[config.mk]
export PLATFORM = sky130hd
export DESIGN_NAME = idc_decoder
export DESIGN_NICKNAME = d
export VERILOG_FILES = /design/src/inc/idc_pkg.sv /design/src/inc/idc_fields_if.sv /design/src/core/idc_phase_gen.sv /design/src/core/idc_field_split.sv /design/src/core/idc_decoder.sv
export VERILOG_INCLUDE_DIRS = /design/src /design/src/inc
export SDC_FILE = /design/constraint.sdc
export NUM_CORES = 1
export LEC_CHECK = 0
export ABC_CLOCK_PERIOD_IN_PS = 1800
export BUFFER_PORTS_ARGS = -buffer_cell sky130_fd_sc_hd__buf_2
export CAP_MARGIN = 20
export CORE_MARGIN = 3
export CORE_UTILIZATION = 30
export DETAILED_ROUTE_END_ITERATION = 8
export PLACE_DENSITY_LB_ADDON = 0.2
export RECOVER_POWER = 25
export SYNTH_ARGS = -nofsm -noshare
export SYNTH_HDL_FRONTEND = slang
export SYNTH_SLANG_ARGS = --single-unit
[constraint.sdc]
create_clock -name mclk -period 1.8 [get_ports mclk]
set_input_delay 0.18 -clock mclk [delete_from_list [all_inputs] [get_ports mclk]]
set_output_delay 0.18 -clock mclk [all_outputs]
set_load 0.03 [all_outputs]
[src/inc/idc_defs.svh]
// constants for the instruction decoder: fields, opcodes, timing
`ifndef IDC_DEFS_SVH
`define IDC_DEFS_SVH
`define IDC_WORD_W        14
`define IDC_QPHASES       4
`define IDC_CLK_PERIOD_NS 100
`define IDC_FILE_HI       6
`define IDC_DEST_BIT      7
`define IDC_BIT_HI        9
`define IDC_BIT_LO        7
`define IDC_LIT8_HI       7
`define IDC_LIT11_HI      10
`define IDC_LIT5_HI       4
`define IDC_LIT9_HI       8
`define IDC_OFF_SEL_BIT   6
`define IDC_OFF_HI        5
`define IDC_STEP_SEL_BIT  2
`define IDC_STEP_HI       1
`define IDC_SKIPSET_BIT   10
`define IDC_JUMP_BIT      11
`define IDC_INDF0_ADDR    7'h00
`define IDC_INDF1_ADDR    7'h01
`define IDC_OP_RETURN     14'h0008
`define IDC_OP_RETURN_FROM_INTERRUPT     14'h0009
`define IDC_OP_CALL_VIA_ACCUMULATOR      14'h000a
`define IDC_OP_BRW        14'h000b
`endif

[src/inc/idc_pkg.sv]
// types shared by the instruction decoder modules
`default_nettype none
package idc_pkg;
   typedef enum logic [1:0] {
      IDC_CLS_BYTE   = 2'h0,
      IDC_CLS_BIT    = 2'h1,
      IDC_CLS_LITCTL = 2'h2
   } idc_class_t;
   typedef enum logic [4:0] {
      IDC_K_FILE_BYTE, IDC_K_FILE_SKIP, IDC_K_BIT_WRITE, IDC_K_BIT_SKIP,
      IDC_K_LIT8, IDC_K_ACC_CLR, IDC_K_BANK, IDC_K_CALL, IDC_K_JUMP,
      IDC_K_CALL_VIA_ACCUMULATOR, IDC_K_RET, IDC_K_RETURN_WITH_LITERAL, IDC_K_RETURN_FROM_INTERRUPT, IDC_K_BRA,
      IDC_K_BRW, IDC_K_PTR_OFF, IDC_K_PTR_STEP, IDC_K_OTHER
   } idc_kind_t;
   typedef enum logic [2:0] {
      IDC_ST_EXEC  = 3'b001,
      IDC_ST_EXTRA = 3'b010,
      IDC_ST_FLUSH = 3'b100
   } idc_state_t;
endpackage : idc_pkg
`default_nettype wire

[src/inc/idc_fields_if.sv]
// instruction word and its decoded fields between splitter and core
`default_nettype none
interface idc_fields_if;
   import idc_pkg::*;
   logic [13:0] word;
   idc_class_t  cls;
   idc_kind_t   kind;
   logic [6:0]  file_addr;
   logic        dest;
   logic [2:0]  bit_sel;
   logic [7:0]  lit8;
   logic [10:0] lit11;
   logic [4:0]  lit5;
   logic [8:0]  lit9;
   logic        off_sel;
   logic [5:0]  off6;
   logic        step_sel;
   logic [1:0]  step_mode;
   modport split (input word, output cls, kind, file_addr, dest, bit_sel,
                  lit8, lit11, lit5, lit9, off_sel, off6, step_sel,
                  step_mode);
   modport core (output word, input cls, kind, file_addr, dest, bit_sel,
                 lit8, lit11, lit5, lit9, off_sel, off6, step_sel,
                 step_mode);
endinterface : idc_fields_if
`default_nettype wire

[src/core/idc_phase_gen.sv]
// four-phase instruction cycle counter
`default_nettype none
`include "idc_defs.svh"
module idc_phase_gen #(
   parameter int PHASES = `IDC_QPHASES
) (
   input  wire logic       mclk,
   input  wire logic       sys_rst,
   output var  logic [1:0] phase,
   output var  logic       cycle_end
);
   localparam logic [1:0] LAST = 2'(PHASES - 1);
   always_ff @(posedge mclk) begin
      if (sys_rst) begin
         phase <= 2'h0;
      end else if (phase == LAST) begin
         phase <= 2'h0;
      end else begin
         phase <= phase + 2'h1;
      end
   end
   always_comb begin
      cycle_end = (phase == LAST);
   end
endmodule : idc_phase_gen
`default_nettype wire

[src/core/idc_field_split.sv]
// splits a 14-bit instruction word into class, kind and operand fields
`default_nettype none
`include "idc_defs.svh"
module idc_field_split import idc_pkg::*; (
   idc_fields_if.split f
);
   logic [1:0] top2;
   logic [3:0] op4;
   assign top2 = f.word[13:12];
   assign op4  = f.word[11:8];
   // pure slices; don't-care bits never enter any compare below
   assign f.file_addr = f.word[`IDC_FILE_HI:0];
   assign f.dest      = f.word[`IDC_DEST_BIT];
   assign f.bit_sel   = f.word[`IDC_BIT_HI:`IDC_BIT_LO];
   assign f.lit8      = f.word[`IDC_LIT8_HI:0];
   assign f.lit11     = f.word[`IDC_LIT11_HI:0];
   assign f.lit5      = f.word[`IDC_LIT5_HI:0];
   assign f.lit9      = f.word[`IDC_LIT9_HI:0];
   assign f.off_sel   = f.word[`IDC_OFF_SEL_BIT];
   assign f.off6      = f.word[`IDC_OFF_HI:0];
   assign f.step_sel  = f.word[`IDC_STEP_SEL_BIT];
   assign f.step_mode = f.word[`IDC_STEP_HI:0];
   always_comb begin
      f.cls  = IDC_CLS_LITCTL;
      f.kind = IDC_K_OTHER;
      unique case (top2)
         2'b00: begin
            if (op4 == 4'h1 && !f.word[`IDC_DEST_BIT]) begin
               f.kind = IDC_K_ACC_CLR;
            end else if (op4 != 4'h0 || f.word[`IDC_DEST_BIT]) begin
               f.cls  = IDC_CLS_BYTE;
               f.kind = (op4 == 4'hb || op4 == 4'hf) ? IDC_K_FILE_SKIP
                                                     : IDC_K_FILE_BYTE;
            end else if (f.word[6:5] == 2'b01) begin
               f.kind = IDC_K_BANK;
            end else if (f.word[7:3] == 5'h02) begin
               f.kind = IDC_K_PTR_STEP;
            end else if (f.word == `IDC_OP_RETURN) begin
               f.kind = IDC_K_RET;
            end else if (f.word == `IDC_OP_RETURN_FROM_INTERRUPT) begin
               f.kind = IDC_K_RETURN_FROM_INTERRUPT;
            end else if (f.word == `IDC_OP_CALL_VIA_ACCUMULATOR) begin
               f.kind = IDC_K_CALL_VIA_ACCUMULATOR;
            end else if (f.word == `IDC_OP_BRW) begin
               f.kind = IDC_K_BRW;
            end
         end
         2'b01: begin
            f.cls  = IDC_CLS_BIT;
            f.kind = op4[3] ? IDC_K_BIT_SKIP : IDC_K_BIT_WRITE;
         end
         2'b10: begin
            f.kind = f.word[`IDC_JUMP_BIT] ? IDC_K_JUMP : IDC_K_CALL;
         end
         2'b11: begin
            unique case (op4)
               4'h5, 4'h6, 4'h7, 4'hb, 4'hd: begin
                  f.cls  = IDC_CLS_BYTE;
                  f.kind = IDC_K_FILE_BYTE;
               end
               4'h2, 4'h3: f.kind = IDC_K_BRA;
               4'h4:       f.kind = IDC_K_RETURN_WITH_LITERAL;
               4'h1: f.kind = f.word[7] ? IDC_K_OTHER : IDC_K_PTR_OFF;
               4'hf:       f.kind = IDC_K_PTR_OFF;
               default:    f.kind = IDC_K_LIT8;
            endcase
         end
      endcase
   end
endmodule : idc_field_split
`default_nettype wire

[src/core/idc_decoder.sv]
// instruction decode and cycle timing for the 8-bit core
// Contract
// - each instruction is one 14-bit word
// - classify as byte, bit or literal/control
// - other instructions take one instruction cycle
// - call and call-via-accumulator take two cycles
// - all three returns take two cycles
// - jumps, branches and taken skips take two
// - indirect access to program memory adds one
// - instruction cycle is four oscillator clocks
// - file operands are read, modified, then stored
// - read happens even for write-only use
// - dest bit zero to accumulator, one to file
// - file address is seven bits, 0x00 to 0x7f
// - bit number in bits 9 to 7
// - literal 8 bits; call/jump target 11 bits
// - bank select literal in bits 4 to 0
// - relative branch displacement in bits 8 to 0
// - offset form: bit 6 pointer, 6-bit offset
// - step form: bit 2 pointer, 2-bit mode
// - don't-care bits are ignored
// - second cycle of a multi-cycle op is a no-op (the indirect extra cycle is not one: it does the store)
`default_nettype none
`include "idc_defs.svh"
module idc_decoder import idc_pkg::*; #(
   parameter int WORD_W = `IDC_WORD_W,
   parameter int PHASES = `IDC_QPHASES
) (
   input  wire logic              mclk,
   input  wire logic              sys_rst,
   input  wire logic [WORD_W-1:0] instr_word,
   output var  logic              instr_take,
   input  wire logic [7:0]        rd_data,
   input  wire logic              zero_result,
   input  wire logic [1:0]        ptr_high,
   output var  logic [1:0]        phase,
   output var  logic              cycle_start,
   output var  idc_class_t        instr_class,
   output var  idc_kind_t         op_kind,
   output var  logic [6:0]        file_addr,
   output var  logic              dest_file,
   output var  logic [2:0]        bit_sel,
   output var  logic [7:0]        bit_mask,
   output var  logic [7:0]        lit8,
   output var  logic [10:0]       lit11,
   output var  logic [4:0]        lit5,
   output var  logic [8:0]        lit9,
   output var  logic              off_sel,
   output var  logic [5:0]        ptr_offset,
   output var  logic              step_sel,
   output var  logic [1:0]        step_mode,
   output var  logic              file_read,
   output var  logic              file_write,
   output var  logic              acc_write,
   output var  logic              nop_cycle,
   output var  logic              extra_cycle,
   output var  logic              skip_taken,
   output var  logic [1:0]        cycles_used
);
   idc_fields_if fld ();
   idc_state_t   state;
   idc_state_t   next_state;
   logic [WORD_W-1:0] ir;
   logic         cycle_end;
   logic         test_bit;
   logic         needs_extra;
   logic         pc_change;
   logic         skip_type;
   logic         skip_now;
   logic         last_exec;
   logic [1:0]   next_cycles;

   // an indirect file register goes through one of the two pointers
   function automatic logic is_indirect(input logic [6:0] addr);
      is_indirect = (addr == `IDC_INDF0_ADDR) || (addr == `IDC_INDF1_ADDR);
   endfunction : is_indirect

   function automatic logic names_file(input idc_kind_t k);
      names_file = (k == IDC_K_FILE_BYTE) || (k == IDC_K_FILE_SKIP) ||
                   (k == IDC_K_BIT_WRITE) || (k == IDC_K_BIT_SKIP);
   endfunction : names_file

   idc_phase_gen #(
      .PHASES    (PHASES)
   ) u_phase (
      .mclk      (mclk),
      .sys_rst   (sys_rst),
      .phase     (phase),
      .cycle_end (cycle_end)
   );

   idc_field_split u_split (
      .f (fld)
   );

   assign fld.word = ir;

   // word fetched only at phase 0 of a fresh execute cycle
   always_comb begin
      instr_take  = (phase == 2'h0) && (state == IDC_ST_EXEC);
      cycle_start = (phase == 2'h0);
   end

   always_ff @(posedge mclk) begin
      if (sys_rst) begin
         ir <= '0;
      end else if (instr_take) begin
         ir <= instr_word;
      end
   end

   // operand fields held for the rest of the instruction
   always_ff @(posedge mclk) begin
      if (sys_rst) begin
         instr_class <= IDC_CLS_LITCTL;
         op_kind     <= IDC_K_OTHER;
         file_addr   <= 7'h00;
         dest_file   <= 1'b0;
         bit_sel     <= 3'h0;
         bit_mask    <= 8'h00;
         lit8        <= 8'h00;
         lit11       <= 11'h000;
         lit5        <= 5'h00;
         lit9        <= 9'h000;
         off_sel     <= 1'b0;
         ptr_offset  <= 6'h00;
         step_sel    <= 1'b0;
         step_mode   <= 2'h0;
      end else if (phase == 2'h1 && state == IDC_ST_EXEC) begin
         instr_class <= fld.cls;
         op_kind     <= fld.kind;
         file_addr   <= fld.file_addr;
         dest_file   <= fld.dest;
         bit_sel     <= fld.bit_sel;
         bit_mask    <= 8'h01 << fld.bit_sel;
         lit8        <= fld.lit8;
         lit11       <= fld.lit11;
         lit5        <= fld.lit5;
         lit9        <= fld.lit9;
         off_sel     <= fld.off_sel;
         ptr_offset  <= fld.off6;
         step_sel    <= fld.step_sel;
         step_mode   <= fld.step_mode;
      end
   end

   // pointer msb set means the pointer reaches program memory
   always_comb begin
      needs_extra = names_file(op_kind) && is_indirect(file_addr) &&
                    ptr_high[file_addr[0]];
      pc_change   = (op_kind == IDC_K_CALL)   ||
                    (op_kind == IDC_K_CALL_VIA_ACCUMULATOR)  ||
                    (op_kind == IDC_K_RET)    ||
                    (op_kind == IDC_K_RETURN_WITH_LITERAL)  ||
                    (op_kind == IDC_K_RETURN_FROM_INTERRUPT) ||
                    (op_kind == IDC_K_JUMP)   ||
                    (op_kind == IDC_K_BRA)    ||
                    (op_kind == IDC_K_BRW);
      skip_type   = (op_kind == IDC_K_FILE_SKIP) ||
                    (op_kind == IDC_K_BIT_SKIP);
      last_exec   = (state == IDC_ST_EXTRA) ||
                    (state == IDC_ST_EXEC && !needs_extra);
   end

   // bit test uses the value read in phase 2
   always_ff @(posedge mclk) begin
      if (sys_rst) begin
         test_bit <= 1'b0;
      end else if (phase == 2'h2 && file_read) begin
         test_bit <= |(rd_data & bit_mask);
      end
   end

   // skip sense: bit 10 set tests for a set bit
   always_comb begin
      skip_now = 1'b0;
      if (op_kind == IDC_K_BIT_SKIP) begin
         skip_now = (test_bit == lit11[`IDC_SKIPSET_BIT]);
      end else if (op_kind == IDC_K_FILE_SKIP) begin
         skip_now = zero_result;
      end
   end

   // read in phase 2 of the first cycle, store in phase 3 of the last
   always_ff @(posedge mclk) begin
      if (sys_rst) begin
         file_read <= 1'b0;
      end else begin
         file_read <= (phase == 2'h1) && (state == IDC_ST_EXEC) &&
                      (fld.cls != IDC_CLS_LITCTL);
      end
   end

   always_ff @(posedge mclk) begin
      if (sys_rst) begin
         file_write <= 1'b0;
      end else if (phase == 2'h2 && last_exec) begin
         // bit set/clear always writes back; byte ops follow dest
         file_write <= (op_kind == IDC_K_BIT_WRITE) ||
                       ((op_kind == IDC_K_FILE_BYTE ||
                         op_kind == IDC_K_FILE_SKIP) && dest_file);
      end else begin
         file_write <= 1'b0;
      end
   end

   always_ff @(posedge mclk) begin
      if (sys_rst) begin
         acc_write <= 1'b0;
      end else if (phase == 2'h2 && last_exec) begin
         acc_write <= ((op_kind == IDC_K_FILE_BYTE ||
                        op_kind == IDC_K_FILE_SKIP) && !dest_file) ||
                      (op_kind == IDC_K_LIT8) ||
                      (op_kind == IDC_K_RETURN_WITH_LITERAL) ||
                      (op_kind == IDC_K_ACC_CLR);
      end else begin
         acc_write <= 1'b0;
      end
   end

   // next cycle chosen at the end of phase 3
   always_comb begin
      next_state = state;
      unique case (state)
         IDC_ST_EXEC: begin
            if (needs_extra) begin
               next_state = IDC_ST_EXTRA;
            end else if (pc_change || (skip_type && skip_now)) begin
               next_state = IDC_ST_FLUSH;
            end else begin
               next_state = IDC_ST_EXEC;
            end
         end
         IDC_ST_EXTRA: begin
            next_state = (pc_change || (skip_type && skip_now))
                         ? IDC_ST_FLUSH : IDC_ST_EXEC;
         end
         IDC_ST_FLUSH: next_state = IDC_ST_EXEC;
         default:      next_state = IDC_ST_EXEC;
      endcase
   end

   always_ff @(posedge mclk) begin
      if (sys_rst) begin
         state <= IDC_ST_EXEC;
      end else if (cycle_end) begin
         state <= next_state;
      end
   end

   // count of cycles spent on the current instruction, 1 to 3
   always_comb begin
      next_cycles = cycles_used;
      if (state == IDC_ST_EXEC) begin
         next_cycles = 2'h1;
      end else if (cycles_used != 2'h3) begin
         next_cycles = cycles_used + 2'h1;
      end
   end

   always_ff @(posedge mclk) begin
      if (sys_rst) begin
         cycles_used <= 2'h0;
      end else if (phase == 2'h0) begin
         cycles_used <= next_cycles;
      end
   end

   // skip result stays up through the flushed cycle
   always_ff @(posedge mclk) begin
      if (sys_rst) begin
         skip_taken <= 1'b0;
      end else if (cycle_end && last_exec) begin
         skip_taken <= skip_type && skip_now;
      end else if (cycle_end) begin
         skip_taken <= 1'b0;
      end
   end

   always_ff @(posedge mclk) begin
      if (sys_rst) begin
         nop_cycle   <= 1'b0;
         extra_cycle <= 1'b0;
      end else if (cycle_end) begin
         nop_cycle   <= (next_state == IDC_ST_FLUSH);
         extra_cycle <= (next_state == IDC_ST_EXTRA);
      end
   end
endmodule : idc_decoder
`default_nettype wire

==> results.tsv, run 1 <==
metric	value	unit
multi_input_area	1410	um2
period_minus_slack	1.675	ns
cts_tree	done	
hold_viol_final	0	
grt.total_usage	13.29	%
pin_count	108	
areaGrowthSynthToFinish	14.54	%
required	1.62	ns
fill_cells	1083	
dieArea	11150	um2
clockRootBuffer	clkbuf_8	
route.detailed.drc	0	
coreArea	9459	um2
n_antenna_cell	0	
tightest_slew	0.4823	ns
power	3.017	mW
power_density	884.9	nW/um2
place_congestion	0.7971	
crit_type	register to primary output	
port_buffers	107	
setup_tns	0	ns
wl_per_cell	13.45	um
postSynth.asyncResetShare	0	%
routed_wl	7599	um
fmax	0.5971	GHz
drv_cap	0	
vdd_drop_max	0.3243	mV
grt_max_degree	30	
grt_most_used_layer	met2	
die_w	105.6	um
grt_pass1_wl	12190	um
die_h	105.6	um
synth.distinct_cells	59	
fin_crit_sh	93.04	%
seq_area_frac_synth	36.32	%
num_rows	35	
syn_nets	406	
drv_slew	0	
clk-insertion-delay-late	0.31	ns
first_pass_iters	4	
cp_max_fo	5	
clock_skew	0.007543	ns
viasPerCell	4.791	
min_path_type	input port to register	
dp_hpwl	5798	um
cts.sinks	54	
setup_viol_count_final	0	
clockBufferDepth	2	
yosys_most_used_dff	dfxtp_1	
yosys_register_bits	54	
h-tree-depth	2	
grt-ovfl-total	0	
outcome	complete, no violations	
regArea	1082	um2
grt_use_met1	18.24	%
grt_pass1_vias	2452	
grt_use_met2	21.31	%
drt_iter0_drc	117	
initial_utilization	31.47	%
drive_gt1_share	25.69	%
num-nets-final	468	
slew_headroom	67.60	%
route.vias.total	2707	
netlist_area	2977	um2
clkSlewWorstSetupHoldPaths	0.10	ns
cp_data_arrival_time	1.49	ns
use_met3	2.572	%
yosysWarnings	0	
power_leakage	1.428	nW
numCtsBuffers	5	
synth_edf_count	0	
start_kind	register	
cp-end-kind	primary output	
drtAntennaViolNets	0	
postSynthCellCount	374	
syn_avg_cell_area	7.959	um2
antenna_found_initial	0	
rsz0062_at_grt	false	
[critical path, stage by stage, from the launching register on]
cell,delay (ns)
dfxtp_1,0.41
inv_1,0.08
ha_1,0.26
nand2_1,0.16
inv_2,0.08
buf_2,0.18
[logic make-up (layout without fill, tap and decap cells)]
kind of cell,count (synthesis),in the layout,share of synthesized area (%)
muxes,3,3,1.219
xor gates and xnor gates,2,2,0.5886
AOI/OAI and AO/OA,87,87,19.21
buffers and inverters,80,142,16.31
adders and majority gates,5,5,2.102
DFF,54,54,36.32
and+or+nand+nor,143,143,24.25
[placed cells by master (no fill, tap or decap), types with 2 or more instances in the layout]
cell type and n:
a21o_1 4, a21oi_1 45, a22oi_1 3, a311oi_1 4, a31oi_1 4, and2_1 3
buf_2 75, buf_4 15, clkbuf_1 32, clkbuf_8 5, dfxtp_1 53, ha_1 5
inv_1 11, nand2_1 68, nand2b_1 9, nand3_1 10, nand3b_1 2, nand4_1 2
nor2_1 17, nor2b_1 5, nor3_1 7, nor3b_1 2, nor4_1 5, o211ai_1 3
o21ai_0 6, o221ai_1 2, o31ai_1 2, xnor2_1 2
[power by group]
part           internal (mW)  total [mW]  leakage (nW)  switching [mW]
Clock                  0.270       0.678        0.0444           0.408
Combinational          0.331       0.930         0.943           0.600
Sequential              1.28        1.41         0.441           0.128
[final timing paths]
check	start	to	slack, ns	cells after the start
hold reg to reg	instr_class[0]$_SDFFE_PP0P_	instr_class[0]$_SDFFE_PP0P_	0.47	2
setup reg to reg	file_addr[0]$_SDFFE_PP0P_	skip_taken$_SDFFE_PP0P_	0.18	4
hold / removal	instr_word[7]	fld.word[7]$_SDFFE_PP0P_	0.10	3
setup / recovery	u_phase.phase[0]$_SDFF_PP0_	instr_take	0.13	5
[synthesized netlist by cell type (all sizes together) (6+ instances only)]
cell type  count  area [um2]
nand2         68       255.2
buf           56       395.4
dfxtp         54        1081
a21oi         45       225.2
nor2          17       63.81
clkbuf        12       45.04
inv           12       45.04
nand3         10       50.05
nand2b         9       56.30
nor3           7       35.03
nor4           6       43.79
o21ai          6       30.03
[layer usage]
layer / routed length, um / vias up / part of all wire, %
li1: - / 1374 / -
met1: 3700 / 1257 / 49
met2: 3440 / 70 / 45
met3: 381 / 6 / 5.0
met4: 76 / 0 / 1.0
met5: 0 / - / 0
[registers in the layout, summed over array words and instances, names as in the netlist]
| name | count |
|---|---|
| cycles_used | 2 |
| lit11 | 2 |
| file_addr | 6 |
| lit8 | 1 |
| bit_sel | 2 |
| op_kind | 5 |
| instr_class | 2 |
| skip_taken | 1 |
| nop_cycle | 1 |
| test_bit | 1 |
| acc_write | 1 |
| state | 3 |
| u_phase.phase | 2 |
| extra_cycle | 1 |
| file_read | 1 |
| file_write | 1 |
| bit_mask | 8 |
| fld.word | 14 |
[what timing repair did]
action                                  4_1_cts  5_1_grt
gates resized for setup                       0        1
setup buffers                                 1        0
hold buffers                                  0        0
endpoints found under the setup margin        1        1
cloned                                        0        0
[layout make-up]
class                   count  area share [%]
multi-input cells         240           41.36
flip-flops and latches     54           31.74
repair buffers            123           18.42
well taps                 129           4.734
clock buffers               5           2.018
inverters                  12           1.321
clock inverters             2          0.4037
[metrics by stage]
| step | utilization (%) | cells | setup slack (ns) | hold slack [ns] | cell area (um2) |
|---|---|---|---|---|---|
| floorplan | - | 374 | 0.06793 | 0.3126 | 2978 |
| global placement | 35.52 | 557 | 0.2212 | 0.4319 | 3359 |
| detailed placement | 35.52 | 557 | 0.1909 | 0.4272 | 3359 |
| CTS | 36.47 | 565 | 0.03506 | 0.08776 | 3450 |
| global route | 36.05 | 565 | 0.003838 | 0.08876 | 3410 |
| finish | 36.05 | 565 | 0.1252 | 0.1030 | 3410 |
Power figures use the tool's default switching activity.
==> run 2, diff against run 1 <==
CORE_MARGIN = 8   (was 3)
==> run 2 against run 1 <==
  * Clock power rose by 3.1%
  * Combinational power rose by 2%
  * Clock skew fell by 0.0049 ns
  * Worst hold slack better by 0.0070 ns
  * Sequential cell count unchanged
  * Non-clock buffer count rose by 1
  * Global-route usage down 1.4 points
  * Highest routed layer unchanged
==> results.tsv, run 2 (synthesis results as in run 1) <==
metric	value	unit
drive_gt1_share	27.85	%
internal-power	1.925	mW
grt-ovfl-total	0	
final_cell_mix	buf_2, nand2_1, dfxtp_1, a21oi_1, clkbuf_1	
numCtsBuffers	5	
grt.total_usage	11.85	%
pin_count	108	
hold_viol_final	0	
setup_viol_count_final	0	
cp-end-kind	primary output	
clock_skew	0.002623	ns
fin_hold_ws	0.1100	ns
cts.sinks	54	
port_buffers	107	
cts_tree	done	
power_leakage	1.464	nW
n_antenna_cell	0	
slew_headroom	66.14	%
drt_iter0_drc	95	
cp_max_fo	5	
utilization	35.61	%
clk-insertion-delay-late	0.30	ns
num_rows	36	
antenna_found_initial	0	
period_minus_slack	1.657	ns
areaGrowthSynthToFinish	15.85	%
routed_wl	8050	um
clockRootBuffer	clkbuf_8	
h-tree-depth	2	
viasPerCell	4.669	
clkSlewWorstSetupHoldPaths	0.09	ns
min_path_type	input port to register	
drv_slew	0	
initial_utilization	30.74	%
power.share.clock	22.9	%
switching_power	1.121	mW
final_common_cell	buf_2	
num-nets-final	469	
pwr-share-seq	46.0	%
drv_cap	0	
clockBufferDepth	2	
dpl_cell_area	3372	um2
outcome	complete, no violations	
dp_hpwl	6275	um
power_density	883.2	nW/um2
die_w	115.6	um
largest_register_ffs	14	
coreArea	9684	um2
grt_pass1_wl	12920	um
setup_tns	0	ns
required	1.62	ns
start_kind	register	
fin_crit_sh	92.04	%
route.vias.total	2666	
cp_data_arrival_time	1.48	ns
die_h	115.6	um
crit_type	register to primary output	
p_sw_share	36.80	%
dieArea	13370	um2
fmax	0.6036	GHz
grt_max_degree	27	
place_ws	0.1784	ns
pwr-share-comb	31.1	%
fin_area	3448	um2
tightest_slew	0.5033	ns
route.detailed.drc	0	
wl_per_cell	14.10	um
postCtsHoldBufs	0	
vdd_drop_max	0.3342	mV
grt_pass1_vias	2547	
first_pass_iters	4	
drtAntennaViolNets	0	
setup_ws	0.1434	ns
place_congestion	0.7964	
[run 2: cell count changes in the layout (fill, tap and decap cells not counted), sizes merged]
cell,change
clkinvlp,+2
inv,-2
clkbuf,-6
buf,+8
[run 2: final timing paths]
check	startpoint	to	slack, ns	cells past startpoint
setup / recovery	u_phase.phase[0]$_SDFF_PP0_	instr_take	0.14	5
hold / removal	instr_word[13]	fld.word[13]$_SDFFE_PP0P_	0.11	3
setup reg to reg	file_addr[0]$_SDFFE_PP0P_	skip_taken$_SDFFE_PP0P_	0.16	4
hold reg to reg	nop_cycle$_SDFFE_PP0P_	nop_cycle$_SDFFE_PP0P_	0.46	2
[run 2: what timing repair did]
action / CTS / global route
endpoints found under the setup margin: 1 / 1
hold endpoints to repair: 0 / 0
cloned: 0 / 0
setup buffers: 1 / 0
gates resized for setup: 1 / 1
[run 2: area by class of cell]
class	count	area (um2)
fillers	1058	6236
multi-input cells	240	1410
flip-flops and latches	54	1084
repair buffers	124	644.4
well taps	133	166.4
clock buffers	6	82.58
inverters	12	48.80
clock inverters	2	12.51
[run 2: layer usage]
layer	vias to the layer above	wire [um]	GRT usage [%]
met5	-	0	0
met4	0	67	3.111
met3	5	539	2.814
met2	62	3868	19.84
met1	1226	3574	14.89
li1	1373	-	-
[run 2: per-stage QoR]
step	cells	power, mW
after global routing	571	3.244
after global placement	562	2.367
after detailed placement	562	2.379
after CTS	571	3.096
final	571	3.045
after floorplan	374	2.133
[run 2: critical path: stages, from the launching register on]
cell and delay [ns]:
dfxtp_2 0.38, inv_1 0.07, ha_1 0.24, nand2_1 0.14
clkinvlp_4 0.14, buf_2 0.20
[run 2: power by group through the flow]
stage	clock network [mW]	registers (mW)	logic [mW]
6_report	0.699	1.40	0.946
5_1_grt	0.779	1.42	1.04
4_1_cts	0.728	1.40	0.967
3_5_place_dp	0	1.43	0.950
3_3_place_gp	0	1.42	0.943
2_1_floorplan	0	1.48	0.648
